--- config.mk ---
export PLATFORM = sky130hd
export DESIGN_NAME = fault_status_aggregator
export DESIGN_NICKNAME = d
export VERILOG_FILES = /design/src/hdl/fault_status_pkg.sv /design/src/hdl/fault_status_aggregator.sv
export SDC_FILE = /design/constraint.sdc
export NUM_CORES = 1
export LEC_CHECK = 0
export BUFFER_PORTS_ARGS = -buffer_cell sky130_fd_sc_hd__clkbuf_2
export CORE_AREA = 5 5 224 226
export DETAILED_ROUTE_END_ITERATION = 8
export DIE_AREA = 0 0 229 231
export HOLD_SLACK_MARGIN = 0.06
export PLACE_DENSITY_LB_ADDON = 0.25
export REMOVE_ABC_BUFFERS = 1
export SLEW_MARGIN = 20
export SYNTH_ARGS = -nofsm -noshare
export SYNTH_HDL_FRONTEND = slang
export SYNTH_SLANG_ARGS = --single-unit
--- constraint.sdc ---
create_clock -name sys_clk -period 1.3 [get_ports sys_clk]
set_input_delay 0.26 -clock sys_clk [delete_from_list [all_inputs] [get_ports sys_clk]]
set_output_delay 0.26 -clock sys_clk [all_outputs]
set_load 0.005 [all_outputs]
--- src/hdl/fault_status_pkg.sv ---
// ============================================================================
// Shared constants, types and field positions of the fault and status words.
// ============================================================================
package fault_status_pkg;

  // ==========================================================================
  // Sizes.
  // ==========================================================================
  localparam int NUM_CH = 16;
  localparam int ALARM_W = 5;

  // ==========================================================================
  // Wiring modes and data formats.
  // ==========================================================================
  typedef enum logic [1:0]
  {
    WIRE_SINGLE = 2'b00,
    WIRE_DIFF = 2'b01,
    WIRE_HS_DIFF = 2'b10
  } wiring_t;

  typedef enum logic
  {
    FMT_FLOAT = 1'b0,
    FMT_INTEGER = 1'b1
  } data_format_t;

  // ==========================================================================
  // Channel fault word patterns and channel masks.
  // ==========================================================================
  localparam logic [15:0] CAL_PATTERN_SINGLE = 16'hFFFF;
  localparam logic [15:0] CAL_PATTERN_DIFF = 16'h00FF;
  localparam logic [15:0] CAL_PATTERN_HS_DIFF = 16'h000F;
  localparam logic [15:0] COMMS_PATTERN = 16'hFFFF;
  localparam logic [15:0] CHANNEL_FAULT_RESET = 16'h0000;

  // ==========================================================================
  // Module fault word bit positions.
  // ==========================================================================
  localparam int MOD_GROUP_FAULT_BIT = 15;
  localparam int MOD_CALIBRATING_BIT = 10;
  localparam int MOD_CAL_ERROR_BIT = 9;
  localparam logic [15:0] MODULE_FAULT_RESET = 16'h0000;

  // ==========================================================================
  // Per-channel status byte bit positions (alarm bits sit at 4 down to 0).
  // ==========================================================================
  localparam int ST_CAL_ERROR_BIT = 7;
  localparam int ST_UNDER_BIT = 6;
  localparam int ST_OVER_BIT = 5;
  localparam int ALM_SLOPE = 4;
  localparam int ALM_LOW = 3;
  localparam int ALM_HIGH = 2;
  localparam int ALM_LOW_LOW = 1;
  localparam int ALM_HIGH_HIGH = 0;
  localparam logic [7:0] STATUS_RESET = 8'h00;

  // ==========================================================================
  // Integer-mode packed word: channel n overrange at 30 - 2n, underrange above.
  // ==========================================================================
  localparam int PACK_OVER_BASE = 30;
  localparam logic [31:0] PACKED_RESET = 32'h0000_0000;

  // Conditions delivered by the conversion path for one channel each update.
  typedef struct packed
  {
    logic at_min;
    logic at_max;
    logic [ALARM_W-1:0] trip;
    logic [ALARM_W-1:0] clear_ok;
  } chan_cond_t;

endpackage

--- src/hdl/fault_status_aggregator.sv ---
`timescale 1ns/1ns
`default_nettype none

// How it works
// - Range condition sets channel fault bit normally.
// - Calibration forces FFFF, 00FF or 000F.
// - Communication loss forces channel faults to FFFF.
// - Status range bit also sets channel fault.
// - Channel cal error sets module cal error.
// - Bad calibration sets the channel cal error.
// - Input at minimum sets underrange bit.
// - Input at maximum sets overrange bit.
// - Slope alarm follows rate, optionally latched.
// - Low alarm with deadband clear and latch.
// - High alarm with deadband clear and latch.
// - Low-low alarm with deadband clear and latch.
// - High-high alarm with deadband clear and latch.
// - Float single-ended mode drops all alarm bits.
// - Group fault set by any channel fault.
// - Calibrating bit set during any calibration.
// - Module cal error is OR of the channels in use.
// - Module fault bits 14 to 11 read zero.
// - Channel fault width follows wiring, channel 0 bit 0.
// - Integer mode keeps module and channel fault words.
// - Integer overrange at 30-2n, underrange above.
// - Integer mode reports only range per channel.
// - Packed integer word is 32 bits, channel 0 top.
module fault_status_aggregator
  import fault_status_pkg::*;
#(
  parameter int CHANNELS = NUM_CH
)
(
  input wire logic sys_clk,
  input wire logic rst_n,
  input wire logic update_tick,
  input wire wiring_t wiring_mode,
  input wire data_format_t data_format,
  input wire logic comms_fault,
  input wire logic cal_busy,
  input wire logic [CHANNELS-1:0] cal_done,
  input wire logic [CHANNELS-1:0] cal_bad,
  input wire chan_cond_t [CHANNELS-1:0] chan_cond,
  input wire logic [CHANNELS-1:0][ALARM_W-1:0] alarm_latch_en,
  input wire logic [CHANNELS-1:0][ALARM_W-1:0] alarm_unlatch,
  output logic [15:0] module_fault_summary,
  output logic [15:0] channel_fault_vector,
  output logic [CHANNELS-1:0][7:0] per_channel_status,
  output logic [31:0] packed_range_status_integer
);

  // ==========================================================================
  // Helper functions.
  // ==========================================================================

  // Channels in use for a wiring mode; the rest read as zero except in the comms loss pattern FFFF.
  function automatic logic [15:0] active_mask(input wiring_t mode);
    logic [15:0] m;
    m = CAL_PATTERN_SINGLE;
    case (mode)
      WIRE_SINGLE: m = CAL_PATTERN_SINGLE;
      WIRE_DIFF: m = CAL_PATTERN_DIFF;
      WIRE_HS_DIFF: m = CAL_PATTERN_HS_DIFF;
      default: m = CAL_PATTERN_SINGLE;
    endcase
    return m;
  endfunction

  // Next value of one alarm bit. A trip wins over both clear and unlatch, so an
  // event in the same update as an unlatch request is never lost.
  function automatic logic next_alarm(input logic cur, input logic trip,
                                      input logic clear_ok, input logic latch,
                                      input logic unlatch);
    logic n;
    n = cur;
    if (trip)
    begin
      n = 1'b1;
    end
    else if (latch)
    begin
      // A latched alarm holds until software unlatches it.
      n = cur & ~unlatch;
    end
    else if (clear_ok)
    begin
      // Unlatched alarm clears once past the trigger point and deadband.
      n = 1'b0;
    end
    return n;
  endfunction

  // ==========================================================================
  // Internal state.
  // ==========================================================================

  // Calibration error per channel, kept even in integer mode for the module bit.
  logic [CHANNELS-1:0] chan_cal_error;
  // Alarm state per channel, bit order as in the status byte.
  logic [CHANNELS-1:0][ALARM_W-1:0] alarm_state;
  // Alarm state that the next update will hold.
  logic [CHANNELS-1:0][ALARM_W-1:0] next_alarm_state;
  // True while alarms are offered at all.
  logic alarms_enabled;
  // Next values of the published words.
  logic [15:0] next_channel_fault;
  logic [15:0] next_module_fault;
  logic [15:0] range_fault;
  logic [15:0] mask;
  logic [CHANNELS-1:0][7:0] next_status;
  logic [31:0] next_packed;

  // Alarms exist only outside float single-ended mode and never in integer mode.
  // The unused wiring code counts as single-ended, so it offers no alarms either.
  assign alarms_enabled = (data_format == FMT_FLOAT) && (wiring_mode == WIRE_DIFF || wiring_mode == WIRE_HS_DIFF);

  // ==========================================================================
  // Calibration error per channel.
  // ==========================================================================

  // Each finished calibration replaces the channel's verdict, so a later good
  // calibration clears an earlier error. The flag changes only on cal_done.
  always_ff @(posedge sys_clk or negedge rst_n)
  begin
    if (!rst_n)
    begin
      chan_cal_error <= '0;
    end
    else
    begin
      for (int ch = 0; ch < CHANNELS; ch++)
      begin
        if (cal_done[ch])
        begin
          chan_cal_error[ch] <= cal_bad[ch];
        end
      end
    end
  end

  // ==========================================================================
  // Alarm state per channel.
  // ==========================================================================

  // Next alarm state of every channel, built from the state held since the
  // last update. The status byte takes this value on the same tick, so a new
  // alarm is visible one cycle after the update that raised it, not two.
  always_comb
  begin
    next_alarm_state = '0;
    for (int ch = 0; ch < CHANNELS; ch++)
    begin
      for (int a = 0; a < ALARM_W; a++)
      begin
        if (alarms_enabled)
        begin
          // Slope alarm (4), low (3), high (2), low-low (1), high-high (0).
          next_alarm_state[ch][a] = next_alarm(alarm_state[ch][a],
                                               chan_cond[ch].trip[a],
                                               chan_cond[ch].clear_ok[a],
                                               alarm_latch_en[ch][a],
                                               alarm_unlatch[ch][a]);
        end
        else
        begin
          // A mode without alarms leaves the state wiped.
          next_alarm_state[ch][a] = 1'b0;
        end
      end
    end
  end

  // Alarms advance once per update cycle. When the mode removes alarms the
  // state is wiped, so no stale alarm reappears on a later mode change.
  always_ff @(posedge sys_clk or negedge rst_n)
  begin
    if (!rst_n)
    begin
      alarm_state <= '0;
    end
    else if (update_tick)
    begin
      alarm_state <= next_alarm_state;
    end
  end

  // ==========================================================================
  // Combinational build of the next words.
  // ==========================================================================

  // Range faults are taken fresh every update and hold no memory of their own,
  // so they vanish as soon as the condition is gone.
  always_comb
  begin
    mask = active_mask(wiring_mode);
    range_fault = '0;
    next_packed = '0;
    next_status = '0;
    for (int ch = 0; ch < CHANNELS; ch++)
    begin
      if (mask[ch])
      begin
        range_fault[ch] = chan_cond[ch].at_min | chan_cond[ch].at_max;
        if (data_format == FMT_INTEGER)
        begin
          // Channel 0 takes the top pair; underrange on odd positions.
          next_packed[PACK_OVER_BASE - 2 * ch] = chan_cond[ch].at_max;
          next_packed[PACK_OVER_BASE - 2 * ch + 1] = chan_cond[ch].at_min;
        end
        else
        begin
          next_status[ch][ST_CAL_ERROR_BIT] = chan_cal_error[ch];
          next_status[ch][ST_UNDER_BIT] = chan_cond[ch].at_min;
          next_status[ch][ST_OVER_BIT] = chan_cond[ch].at_max;
          next_status[ch][ALARM_W-1:0] = next_alarm_state[ch] & {ALARM_W{alarms_enabled}};
        end
      end
    end
    // Communications loss outranks calibration; both outrank range faults.
    if (comms_fault)
    begin
      next_channel_fault = COMMS_PATTERN;
    end
    else if (cal_busy)
    begin
      next_channel_fault = mask;
    end
    else
    begin
      next_channel_fault = range_fault;
    end
    // The module word is built the same way in both data formats.
    next_module_fault = MODULE_FAULT_RESET;
    next_module_fault[MOD_GROUP_FAULT_BIT] = |next_channel_fault;
    next_module_fault[MOD_CALIBRATING_BIT] = cal_busy;
    next_module_fault[MOD_CAL_ERROR_BIT] = |(chan_cal_error & mask[CHANNELS-1:0]);
  end

  // ==========================================================================
  // Published words.
  // ==========================================================================

  // All words are sampled together on the update tick, so the owner always
  // receives one consistent snapshot of every level.
  always_ff @(posedge sys_clk or negedge rst_n)
  begin
    if (!rst_n)
    begin
      channel_fault_vector <= CHANNEL_FAULT_RESET;
      module_fault_summary <= MODULE_FAULT_RESET;
    end
    else if (update_tick)
    begin
      channel_fault_vector <= next_channel_fault;
      module_fault_summary <= next_module_fault;
    end
  end

  // Per-channel bytes and the packed word carry only the current format.
  always_ff @(posedge sys_clk or negedge rst_n)
  begin
    if (!rst_n)
    begin
      per_channel_status <= {CHANNELS{STATUS_RESET}};
      packed_range_status_integer <= PACKED_RESET;
    end
    else if (update_tick)
    begin
      per_channel_status <= next_status;
      packed_range_status_integer <= next_packed;
    end
  end
endmodule

`default_nettype wire

==> impl_metrics.csv <==
group,metric,value,unit
flow_run,max_cap_viol_count,0,
worst_setup_path,endpoint_kind,"output port",
synthesis,synth_edf_count,0,
cells_and_area,areaGrowthSynthToFinish,66.0,%
synthesis,async_reset_ff_frac,1.00,
worst_setup_path,cp.required,1040,ps
timing,finalCritPeriodShare,1.07,
timing,hold_violations,0,
clock_tree,clk_pin_slew_worst_paths,60,ps
cells_and_area,fin_nets,1838,
clock_tree,h-tree-depth,1,
pwr,leakagePower,8.17,nW
worst_hold_path,hp-start,"chan_cond[34]",
global_routing,grt_usage,0.127,
worst_setup_path,critPathMaxFanout,2,
synthesis,synth-seq-cells,235,
timing,relSlewSlack,0.584,
synthesis,ys.flop_type,"dfrtp_1",
worst_setup_path,cp.arrival,1130,ps
placement,place_area,12700,um2
detailed_routing,vias,8520,
global_routing,grt_max_degree,46,
timing,layout_min_cycle_time,1390,ps
cells_and_area,fin_util,0.324,
worst_setup_path,cp_slowest_cell,"dfrtp_1",
outcome,status,"complete, but fails checks",
synthesis,netlist_area,9390,um2
worst_setup_path,cp-start-kind,"register",
pwr,p_seq_frac,0.436,
detailed_routing,routedWlPerCell,16.9,um
timing,setup_ws,-85.0,ps
die,start_util,0.195,
timing,finClkSkew,4.35,ps
cells_and_area,nFillCells,4959,
die,die_w,229,um
pwr,p_sw_frac,0.251,
timing,worst_pin_slew,618,ps
clock_tree,cts_tree,"done",
die,core,48100,um2
timing,fmax,722,MHz
pwr,pwr-share-clk,0.409,
synthesis,yosys_warnings,0,
detailed_routing,ant_nets,0,
worst_setup_path,path_buf_inv,1,
clock_tree,clock_latency,550,ps
global_routing,grt_pass1_wl,53400,um
synthesis,syn_inst,786,
pwr,p_per_area,1190,nW/um2
synthesis,synth-seq-area-share,0.626,
pwr,pwr-share-comb,0.155,
detailed_routing,vias_per_cell,4.08,
die,dieHeight,231,um
worst_setup_path,path_cells,"buf_6",
clock_tree,numClockSinks,235,
cells_and_area,drive_gt1_frac,0.441,
detailed_routing,drt_iter0_drc,306,
clock_tree,cts_buffer_depth,3,
pwr,switching_power,4.65,mW
worst_hold_path,hold_end,"packed_range_status_integer[26]",
synthesis,avgSynthCellArea,11.9,um2
cells_and_area,final_cell_mix,"clkbuf_2, dfrtp_1, buf_4, dlygate4sd3_1, o21ai_0",
timing,rsz0062_at_grt,"yes",
detailed_routing,drcViolationCount,0,
worst_setup_path,critical_path_class,"register to output port",
placement,io_buffers,410,
die,io_pins,584,
clock_tree,cts_buffers,28,
pwr,ir_drop,0.900,mV
worst_hold_path,hold_path.class,"input pin to register",
outcome,violations,"setup timing",
worst_setup_path,rr_worst_depth,5,
die,rows,81,
global_routing,antenna_found_initial,3,
placement,dp_hpwl,26100,um
timing,setup_viol,157,
placement,place_congestion,0.739,
worst_hold_path,holdPathStages,4,
global_routing,overflow,0,
worst_setup_path,reg2reg_from,"chan_cal_error[15]",
detailed_routing,dr.pass1.iters,4,
pwr,internal_power,13.8,mW
timing,final_max_slew_viol_count,0,
worst_setup_path,critPathMaxStageDelay,430,ps
cells_and_area,design_area,15600,um2
synthesis,yosysUniqueCellTypes,38,
worst_setup_path,r2r-end,"module_fault_summary[9]",
cells_and_area,layout.cells.most_common,"clkbuf_2",
global_routing,grt_pass1_vias,9205,
clock_tree,cts_root_buf,"clkbuf_16",
detailed_routing,wl,35400,um
die,dieArea,52900,um2
worst_setup_path,reg2reg_slack,80,ps
worst_setup_path,critPathTopFamily,"flip-flops",
sequential cells by signal (all words and copies together), names as in the netlist:
signal and flops:
alarm_state 40, chan_cal_error 16, channel_fault_vector 16, module_fault_summary 3
packed_range_status_integer 32, per_channel_status 128
synth_stat cells, types with 2 or more instances:
master	instances	area, um2
a21oi_1	26	130
a211oi_1	20	150
nor4_1	14	87.6
nand2_1	9	33.8
nand4_1	2	12.5
o21ai_1	3	15.0
a31oi_1	5	31.3
dfrtp_1	235	5880
nor2_1	37	139
inv_1	45	169
buf_1	2	7.51
o21a_1	2	15.0
buf_4	17	128
o31ai_1	2	15.0
o21ai_0	63	315
a21o_1	44	330
nand3_1	8	40.0
nor3_1	8	40.0
o2bb2ai_1	29	254
buf_2	18	90.1
o211ai_1	2	15.0
mux2_2	18	203
mux2i_1	20	200
a22o_1	52	455
nand3b_1	12	90.1
nor2b_1	60	375
clkbuf_1	22	82.6
worst max path at each step:
| stage | start | endpoint | slack [ps] | cells after the start |
|---|---|---|---|---|
| final | per_channel_status[13] | per_channel_status[13] | -90 | 1 |
| after global routing | per_channel_status[13] | per_channel_status[13] | -140 | 1 |
| after CTS | per_channel_status[13] | per_channel_status[13] | -150 | 1 |
| after floorplan | update_tick | channel_fault_vector[11] | -1280 | 3 |
| after detailed placement | chan_cond[107] | module_fault_summary[15] | -450 | 6 |
| after global placement | chan_cond[107] | module_fault_summary[15] | -480 | 6 |
kinds of logic after synthesis:
| kind of cell | Yosys count | share of synthesized area |
|---|---|---|
| compound gates | 249 | 0.185 |
| fa+ha+maj | 1 | 0.00133 |
| buf+inv | 106 | 0.0517 |
| flops | 235 | 0.626 |
| mux | 38 | 0.0429 |
| other cells | 1 | 0.000399 |
| simple gates | 156 | 0.0927 |
per-layer routing:
layer | vias up | wire length [um] | global-route usage
met4 | 4 | 1060 | 0.0366
met1 | 4097 | 14800 | 0.155
met3 | 55 | 3740 | 0.0621
li1 | 4075 | - | -
met2 | 289 | 15800 | 0.199
met5 | - | 27 | 0
power by group through the flow:
stage / Sequential, mW / Clock, mW / Combinational, mW
finish: 8.06 / 7.57 / 2.86
global route: 8.11 / 8.14 / 3.17
CTS: 8.05 / 7.92 / 2.77
detailed placement: 8.18 / 0 / 2.28
global placement: 8.17 / 0 / 2.27
floorplan: 8.15 / 0 / 0.682
cell type report:
class	count	area (um2)	share of cell area
flip-flops and latches	235	5880	0.377
repair buffers	677	4720	0.303
multi-input cells	457	3130	0.201
clock buffers	48	866	0.0555
well taps	622	778	0.0499
inverters	46	175	0.0112
clock inverters	4	33.8	0.00217
diodes	1	2.50	0.000161
timing repair:
item	in CTS	in global routing
pin swaps	0	7
hold buffers	104	0
gates cloned	0	1
resized for setup	13	76
setup endpoints to repair	180	196
hold endpoints to repair	397	0
buffers inserted	64	22
metrics by stage:
stage / power, mW / hold slack (ps) / setup slack [ps] / TNS (ps) / instances
2_1_floorplan: 8.83 / -35.6 / -1280 / -141360 / 738
3_3_place_gp: 10.4 / 181 / -476 / -25860 / 1848
3_5_place_dp: 10.5 / 188 / -453 / -26400 / 1848
4_1_cts: 18.7 / 73.5 / -148 / -12190 / 2068
5_1_grt: 19.4 / 109 / -140 / -12680 / 2089
6_report: 18.5 / 96.0 / -85.0 / -3220 / 2090
No activity file was read; power rests on OpenSTA's default activity.
